--- src/rtl/decoder_ctrl_regs.svh ---
`ifndef DECODER_CTRL_REGS_SVH
`define DECODER_CTRL_REGS_SVH
`define ADDR_RSVD_B        8'h2b
`define ADDR_RSVD_C        8'h2c
`define ADDR_RSVD_D        8'h2d
`define ADDR_RSVD_E        8'h2e
`define ADDR_STUFF_CTRL    8'h2f
`define ADDR_RSVD_30       8'h30
`define ADDR_GAIN_FORCE    8'h31
`define ADDR_RSVD_32       8'h32
`define ADDR_RSVD_33       8'h33
`define RST_RSVD_B         8'h63
`define RST_RSVD_C         8'h82
`define RST_RSVD_D         8'h0a
`define RST_RSVD_E         8'h00
`define RST_STUFF_CTRL     8'h00
`define RST_RSVD_30        8'h00
`define RST_GAIN_FORCE     8'h20
`define RST_RSVD_32        8'h00
`define RST_RSVD_33        8'h00
`define STUFF_EN_BIT       4
`define STUFF_SEL_HI       3
`define STUFF_SEL_LO       2
`define GAIN_DIS_BIT       6
`define GAIN_VAL_HI        5
`define STUFF_STEP_BYTES   11'h020
`define STUFF_BLANK_BYTE   8'h80
`endif

--- src/rtl/decoder_ctrl_pkg.sv ---
package decoder_ctrl_pkg;
   typedef enum logic [1:0] {ST_PASS, ST_STUFF} stuff_state_t;
endpackage

--- src/rtl/stuff_if.sv ---
`timescale 1ns/1ps
interface stuff_if;
   logic        enable;
   logic [1:0]  sel;
   modport ctrl (output enable, output sel);
   modport engine (input enable, input sel);
endinterface

--- src/rtl/stuff_inserter.sv ---
`timescale 1ns/1ps
`include "decoder_ctrl_regs.svh"
module stuff_inserter
   import decoder_ctrl_pkg::*;
(
   input  wire logic       ref_clk,
   input  wire logic       rstn,
   stuff_if.engine         cfg,
   input  wire logic [7:0] in_data,
   input  wire logic       in_valid,
   input  wire logic       in_eav_end,
   output logic            in_ready,
   output logic [7:0]      out_data,
   output logic            out_valid
);
   stuff_state_t st_q, st_d;
   logic [6:0]   cnt_q, cnt_d;
   logic [7:0]   data_q, data_d;
   logic         vld_q, vld_d;
   logic [6:0]   total;

   // Size is taken at the EAV so a mid-gap write cannot tear a line
   always_comb
   begin
      total    = 7'({cfg.sel, 5'h00});
      st_d     = st_q;
      cnt_d    = cnt_q;
      data_d   = data_q;
      vld_d    = 1'b0;
      in_ready = (st_q == ST_PASS);
      case (st_q)
         ST_PASS:
         begin
            if (in_valid)
            begin
               data_d = in_data;
               vld_d  = 1'b1;
               if (in_eav_end && cfg.enable && cfg.sel != 2'b00)
               begin
                  st_d  = ST_STUFF;
                  cnt_d = total;
               end
            end
         end
         ST_STUFF:
         begin
            data_d = `STUFF_BLANK_BYTE;
            vld_d  = 1'b1;
            cnt_d  = cnt_q - 7'd1;
            if (cnt_q == 7'd1)
               st_d = ST_PASS;
         end
         default:
            st_d = ST_PASS;
      endcase
   end

   always_ff @(posedge ref_clk)
   begin
      if (!rstn)
      begin
         st_q   <= ST_PASS;
         cnt_q  <= 7'h00;
         data_q <= 8'h00;
         vld_q  <= 1'b0;
      end
      else
      begin
         st_q   <= st_d;
         cnt_q  <= cnt_d;
         data_q <= data_d;
         vld_q  <= vld_d;
      end
   end

   assign out_data  = data_q;
   assign out_valid = vld_q;
endmodule

--- src/rtl/decoder_ctrl_regs_2b_33.sv ---
// How it works
// - Stuffing enable set with a nonzero size field inserts blanking bytes between EAV and SAV; clear inserts none.
// - Inserted byte count per preamble is the size field times 32.
// - Size field has no effect while stuffing enable is clear.
// - Gain-loop disable drives gain command from forced field instead of regulator.
// - Six-bit forced gain is held and used only in forced mode.
// - Reset loads gain control 0x20 and stuffing control zero.
`timescale 1ns/1ps
`include "decoder_ctrl_regs.svh"
module decoder_ctrl_regs_2b_33
   import decoder_ctrl_pkg::*;
(
   input  wire logic       ref_clk,
   input  wire logic       rstn,
   input  wire logic       reg_wr,
   input  wire logic       reg_rd,
   input  wire logic [7:0] reg_addr,
   input  wire logic [7:0] reg_wdata,
   output logic [7:0]      reg_rdata,
   output logic            reg_hit,
   input  wire logic [5:0] auto_gain,
   output logic [5:0]      gain_cmd,
   output logic            gain_loop_disable,
   input  wire logic [7:0] in_data,
   input  wire logic       in_valid,
   input  wire logic       in_eav_end,
   output logic            in_ready,
   output logic [7:0]      out_data,
   output logic            out_valid
);
   logic [7:0] rsvd_b_q, rsvd_c_q, rsvd_d_q, rsvd_e_q, rsvd_30_q, rsvd_32_q, rsvd_33_q;
   logic [7:0] rsvd_b_d, rsvd_c_d, rsvd_d_d, rsvd_e_d, rsvd_30_d, rsvd_32_d, rsvd_33_d;
   logic [7:0] stuff_q, stuff_d;
   logic [7:0] gainf_q, gainf_d;
   logic [7:0] rdata_q, rdata_d;
   logic [5:0] gcmd_q, gcmd_d;
   stuff_if    stuff_cfg ();

   // Reserved registers are stored as written; the host keeps the fixed patterns
   always_comb
   begin
      rsvd_b_d  = rsvd_b_q;
      rsvd_c_d  = rsvd_c_q;
      rsvd_d_d  = rsvd_d_q;
      rsvd_e_d  = rsvd_e_q;
      rsvd_30_d = rsvd_30_q;
      rsvd_32_d = rsvd_32_q;
      rsvd_33_d = rsvd_33_q;
      stuff_d   = stuff_q;
      gainf_d   = gainf_q;
      if (reg_wr)
      begin
         case (reg_addr)
            `ADDR_RSVD_B:     rsvd_b_d  = reg_wdata;
            `ADDR_RSVD_C:     rsvd_c_d  = reg_wdata;
            `ADDR_RSVD_D:     rsvd_d_d  = reg_wdata;
            `ADDR_RSVD_E:     rsvd_e_d  = reg_wdata;
            `ADDR_STUFF_CTRL: stuff_d   = reg_wdata;
            `ADDR_RSVD_30:    rsvd_30_d = reg_wdata;
            `ADDR_GAIN_FORCE: gainf_d   = reg_wdata;
            `ADDR_RSVD_32:    rsvd_32_d = reg_wdata;
            `ADDR_RSVD_33:    rsvd_33_d = reg_wdata;
            default:          stuff_d   = stuff_q;
         endcase
      end
   end

   // Read data is registered one cycle after the strobe; unmapped reads give zero
   always_comb
   begin
      rdata_d = rdata_q;
      if (reg_rd)
      begin
         case (reg_addr)
            `ADDR_RSVD_B:     rdata_d = rsvd_b_q;
            `ADDR_RSVD_C:     rdata_d = rsvd_c_q;
            `ADDR_RSVD_D:     rdata_d = rsvd_d_q;
            `ADDR_RSVD_E:     rdata_d = rsvd_e_q;
            `ADDR_STUFF_CTRL: rdata_d = stuff_q;
            `ADDR_RSVD_30:    rdata_d = rsvd_30_q;
            `ADDR_GAIN_FORCE: rdata_d = gainf_q;
            `ADDR_RSVD_32:    rdata_d = rsvd_32_q;
            `ADDR_RSVD_33:    rdata_d = rsvd_33_q;
            default:          rdata_d = 8'h00;
         endcase
      end
   end

   // Gain command is registered so a mode switch never glitches the converter
   always_comb
   begin
      if (gainf_q[`GAIN_DIS_BIT])
         gcmd_d = gainf_q[`GAIN_VAL_HI:0];
      else
         gcmd_d = auto_gain;
   end

   always_ff @(posedge ref_clk)
   begin
      if (!rstn)
      begin
         rsvd_b_q  <= `RST_RSVD_B;
         rsvd_c_q  <= `RST_RSVD_C;
         rsvd_d_q  <= `RST_RSVD_D;
         rsvd_e_q  <= `RST_RSVD_E;
         stuff_q   <= `RST_STUFF_CTRL;
         rsvd_30_q <= `RST_RSVD_30;
         gainf_q   <= `RST_GAIN_FORCE;
         rsvd_32_q <= `RST_RSVD_32;
         rsvd_33_q <= `RST_RSVD_33;
         rdata_q   <= 8'h00;
         gcmd_q    <= 6'h00;
      end
      else
      begin
         rsvd_b_q  <= rsvd_b_d;
         rsvd_c_q  <= rsvd_c_d;
         rsvd_d_q  <= rsvd_d_d;
         rsvd_e_q  <= rsvd_e_d;
         stuff_q   <= stuff_d;
         rsvd_30_q <= rsvd_30_d;
         gainf_q   <= gainf_d;
         rsvd_32_q <= rsvd_32_d;
         rsvd_33_q <= rsvd_33_d;
         rdata_q   <= rdata_d;
         gcmd_q    <= gcmd_d;
      end
   end

   assign reg_hit           = (reg_addr >= `ADDR_RSVD_B) && (reg_addr <= `ADDR_RSVD_33);
   assign reg_rdata         = rdata_q;
   assign gain_cmd          = gcmd_q;
   assign gain_loop_disable = gainf_q[`GAIN_DIS_BIT];

   assign stuff_cfg.enable = stuff_q[`STUFF_EN_BIT];
   assign stuff_cfg.sel    = stuff_q[`STUFF_SEL_HI:`STUFF_SEL_LO];

   stuff_inserter u_stuff
   (
      .ref_clk    (ref_clk),
      .rstn       (rstn),
      .cfg        (stuff_cfg.engine),
      .in_data    (in_data),
      .in_valid   (in_valid),
      .in_eav_end (in_eav_end),
      .in_ready   (in_ready),
      .out_data   (out_data),
      .out_valid  (out_valid)
   );
endmodule

--- config.mk ---
export PLATFORM = sky130hd
export DESIGN_NAME = decoder_ctrl_regs_2b_33
export DESIGN_NICKNAME = d
export VERILOG_FILES = /design/src/rtl/decoder_ctrl_pkg.sv /design/src/rtl/stuff_if.sv /design/src/rtl/stuff_inserter.sv /design/src/rtl/decoder_ctrl_regs_2b_33.sv
export VERILOG_INCLUDE_DIRS = /design/src /design/src/rtl
export SDC_FILE = /design/constraint.sdc
export NUM_CORES = 1
export LEC_CHECK = 0
export BUFFER_PORTS_ARGS = -buffer_cell sky130_fd_sc_hd__buf_2
export CAP_MARGIN = 20
export CORE_MARGIN = 2
export CORE_UTILIZATION = 25
export DETAILED_ROUTE_END_ITERATION = 10
export SETUP_SLACK_MARGIN = 0.02
export SLEW_MARGIN = 30
export SYNTH_ARGS = -nofsm -noshare
export SYNTH_HDL_FRONTEND = slang
export SYNTH_SLANG_ARGS = --single-unit
--- constraint.sdc ---
create_clock -name ref_clk -period 2.7 [get_ports ref_clk]
set_clock_uncertainty 0.2 [all_clocks]
set_input_delay 0.81 -clock ref_clk [delete_from_list [all_inputs] [get_ports ref_clk]]
set_output_delay 0.81 -clock ref_clk [all_outputs]
set_load 0.005 [all_outputs]
## Yosys cells after proc, flatten, opt, wreduce, memory -nomap -nowiden

Cells that the tools add are included.

| word-level totals | value |
|---|---|
| register bits | 104 |
| bits of input ports | 36 |
| word-level logic and storage cells | 63 |

| cells by class | value |
|---|---|
| add/sub/neg operators | 1 |
| $lt $le $gt $ge | 2 |
| eq/ne operators | 14 |
| multiplexer cells | 13 |
| reduce and logical (&&, ||, !) cells | 18 |

Operators by type and width:

| operator | count |
|---|---|
| $eq A8 B6 Y1 const B | 9 |
| $pmux W8 S9 | 1 |
| $reduce_and A2 Y1 | 10 |
| $pmux W8 S2 | 1 |
| $mux W7 | 2 |
| $pmux W7 S2 | 1 |
| $ge A8 B6 Y1 const B | 1 |
| $le A8 B6 Y1 const B | 1 |
| $mux W8 | 1 |
| $eq A7 B1 Y1 const B | 1 |
| $sub A7 B1 Y7 const B | 1 |
| $mux W2 | 3 |
| $mux W6 | 1 |
| $reduce_and A3 Y1 | 2 |
| $ne A2 B1 Y1 const B | 2 |
| $pmux W2 S2 | 1 |
| $reduce_bool A2 Y1 | 2 |
| $logic_and A1 B1 Y1 | 3 |
| $eq A2 B1 Y1 const B | 1 |
| $logic_not A2 Y1 | 1 |
| $ne A2 B2 Y1 const B | 1 |
| $pmux W1 S2 | 1 |
| $mux W1 | 1 |

## Depth between registers and ports, before layout

| logic depth | value |
|---|---|
| depth after elaboration | 5 |
| gate-level depth with buffers | 7 |
| gate-level depth less buffers | 5 |

## By module

A second synthesis with hierarchy kept.

| unflattened totals | value |
|---|---|
| cells, all modules | 466 |
| area, all modules | 4553.1 µm² |

By module, submodules not included:

| module | times used | cells each | area an instance (µm²) | sequential area each (µm²) |
|---|---|---|---|---|
| decoder_ctrl_regs_2b_33 | 1 | 386 | 3788.6 | 1721.7 |
| stuff_inserter | 1 | 80 | 764.5 | 340.3 |

## Least setup slack after synthesis

Ideal clock, no wire load.

| timing path | value |
|---|---|
| kind | input port to output port |
| start point | in reg_addr[7] |
| end point | out reg_hit |
| arrival time | 1.649 ns |
| setup slack | 0.041 ns |
| cell stages on the path | 3 |
| path buffers | 0 |
| cell sequence | nor3b_1 nand3b_1 o21ai_0 |

| on the way | value |
|---|---|
| longest elaborated chain between the ends | 2 |
| elaborated cells between the ends (all ways) | 3 |
| classes of those cells | order compare: 2; reduce/logical: 1 |

Ends and longest elaborated chain:

| item | line | text |
|---|---|---|
| from (decl) | decoder_ctrl_regs_2b_33.sv:17 | `input wire logic [7:0] reg_addr,` |
| $ge A8 B6 Y1 (no source line) or $le A8 B6 Y1 (tied branches) | -- |  |
| $logic_and A1 B1 Y1 * | decoder_ctrl_regs_2b_33.sv:130 | `` assign reg_hit = (reg_addr >= `ADDR_RSVD_B) && (reg_addr <= `ADDR_RSVD_33); `` |
| to (decl) | decoder_ctrl_regs_2b_33.sv:20 | `output logic reg_hit,` |

Mark *: on every way between the ends. The rest lies on a longest branch, timed or not.

## Final worst setup path

Same ends and word-level chain as after synthesis.

==> results.tsv <==
metric	value	unit
antenna_left	0	
boundaryPins	62	
io_buffers	61	
worst-path-buf-inv	3	
period_minus_slack	2580	ps
final_cell_mix	dfxtp_1, mux2i_1, buf_2	
cts_root_buf	clkbuf_16	
critPathKind	input pin to output port	
max-slew-margin-rel	0.623	
area_growth	23.5	%
cp_max_fo	6	
remaining_drc_errors	0	
critical_path.max_stage_delay	200	ps
syn_nets	490	
netlist-cell-type-count	38	
via_per_inst	4.68	
clk_latency	350	ps
ys_warn_count	0	
start_util	0.253	
fin_hold_ws	274	ps
critPathCaptureType	output port	
pwr_density_cell	567	mW/mm2
fmax	388	MHz
chipHeight	136	um
synth_edf_count	0	
worstHoldStart	rsvd_b_q[6]	
holdBufCountCts	0	
max_slew.worst_pin.slew	563	ps
ys.flop_type	dfxtp_1	
core-area	0.0171	mm2
synth_seq_cells	103	
cts_buffer_depth	2	
antenna_found_initial	2	
layout-drive-gt1-share	0.218	
layout_commonest_cell	dfxtp_1	
synth_area	0.00433	mm2
grt_pass1_wl	17300	um
hpwl	7720	um
crit_chain	buf_2 -> nor3b_2 -> buf_4 -> nand2_1 -> o21ai_0 -> buf_2	
cts_made_buffers	9	
cts.sinks	103	
cellLeakagePower	2.08	nW
vdd_drop_max	305	uV
fin_crit_sh	0.955	
clk_pin_slew	60	ps
maxCapViolCount	0	
nets	557	
critPathSlowestCell	nor3b_2	
required	1690	ps
min-delay-path-class	flip-flop to flip-flop	
die_w	136	um
gp_congestion	0.809	
final_hold_viol_count	0	
grt_pass1_vias	3254	
cts_tree	built	
drtIter0Drc	203	
async_flop_share	0	
cp_top_family	buffers and inverters	
crit_start	reg_addr[7]	
final_util	0.313	
dr.pass1.iters	5	
cts-resized-gates	0	
setup_viol	0	
rsz0062_at_grt	no	
syn_inst	452	
die_area	0.0184	mm2
grt_max_degree	48	
syn_area_per_cell	9.59	um2
grt_overflow	0	
cp.arrival	1570	ps
status	finished, final reports clean	
cp_common_cell	buf_2	
start_kind	input pin	
r2r_start	u_stuff.st_q[0]	
h-tree-depth	3	
finalWirelength	10900	um
wl_per_cell	14.5	um
yosysSeqAreaShare	0.476	
post-cts-setup-buffers	0	
tns	0	ps
dr_total_vias	3507	
track_usage	0.121	
drv_slew	0	
rows	48	
[power by group]
| part | switching, mW | leakage (nW) | internal [mW] |
|---|---|---|---|
| clock | 0.563 | 0.149 | 0.744 |
| combinational | 0.116 | 1.09 | 0.0764 |
| sequential | 0.00520 | 0.833 | 1.53 |
| total | 0.684 | 2.08 | 2.35 |
[path summary, 6_finish.rpt]
path	to	slack, ps	cells past startpoint
worst min register to register	rsvd_b_q[6]	270	2
worst max-delay path	reg_hit	120	6
worst min-delay path	rsvd_b_q[6]	270	2
worst max register to register	u_stuff.cnt_q[3]	1200	4
[synthesized netlist by cell type, types with 6 or more instances]
cell	instances	share of area
dfxtp_1	103	0.48
mux2i_1	73	0.17
nor2_1	57	0.049
nand2_1	34	0.029
o21ai_0	34	0.039
nand3_1	33	0.038
clkbuf_1	18	0.016
inv_1	12	0.010
a31oi_1	10	0.014
o22ai_1	9	0.013
mux4_2	8	0.042
o221ai_1	8	0.016
buf_2	7	0.0081
a21oi_1	6	0.0069
[cells by family after synthesis]
kind of cell | share of synthesized area
and+or+nand+nor | 0.165
adders and majority gates | 0.00577
xor gates and xnor gates | 0.00202
AOI/OAI and AO/OA | 0.102
DFF | 0.476
buffers and inverters | 0.0401
muxes | 0.210
[worst register-to-register path: stages (launching register included)]
cell,delay (ps)
dfxtp_1,410
clkinv_1,250
and2_1,270
o21ai_0,180
a21oi_1,80
[layout make-up]
type                       instances  area [um2]
clock inverter                     5        57.6
sequential                       103        2060
tap                              225         282
inverter                          13        48.8
fill                            1799       11800
timing repair buffer              86         543
multi-input combinational        306        2120
antenna                            1        2.50
clock buffer                      11         243
[metal layers]
metal / GRT usage / wire (um)
met5: 0 / 0
met4: 0.0451 / 174
met3: 0.0296 / 520
met2: 0.181 / 4830
met1: 0.168 / 5370
[per-stage QoR]
stage | area (um2) | power (mW) | instances | setup WS (ps)
finish | 5350 | 3.04 | 750 | 123
global route | 5350 | 3.15 | 749 | 23.6
CTS | 5350 | 3.07 | 749 | 44.2
detailed placement | 5050 | 1.77 | 733 | 53.0
global placement | 5050 | 1.77 | 733 | 45.3
floorplan | 4330 | 1.67 | 452 | 41.1
Note: power is estimated with default switching activity, not from simulation.
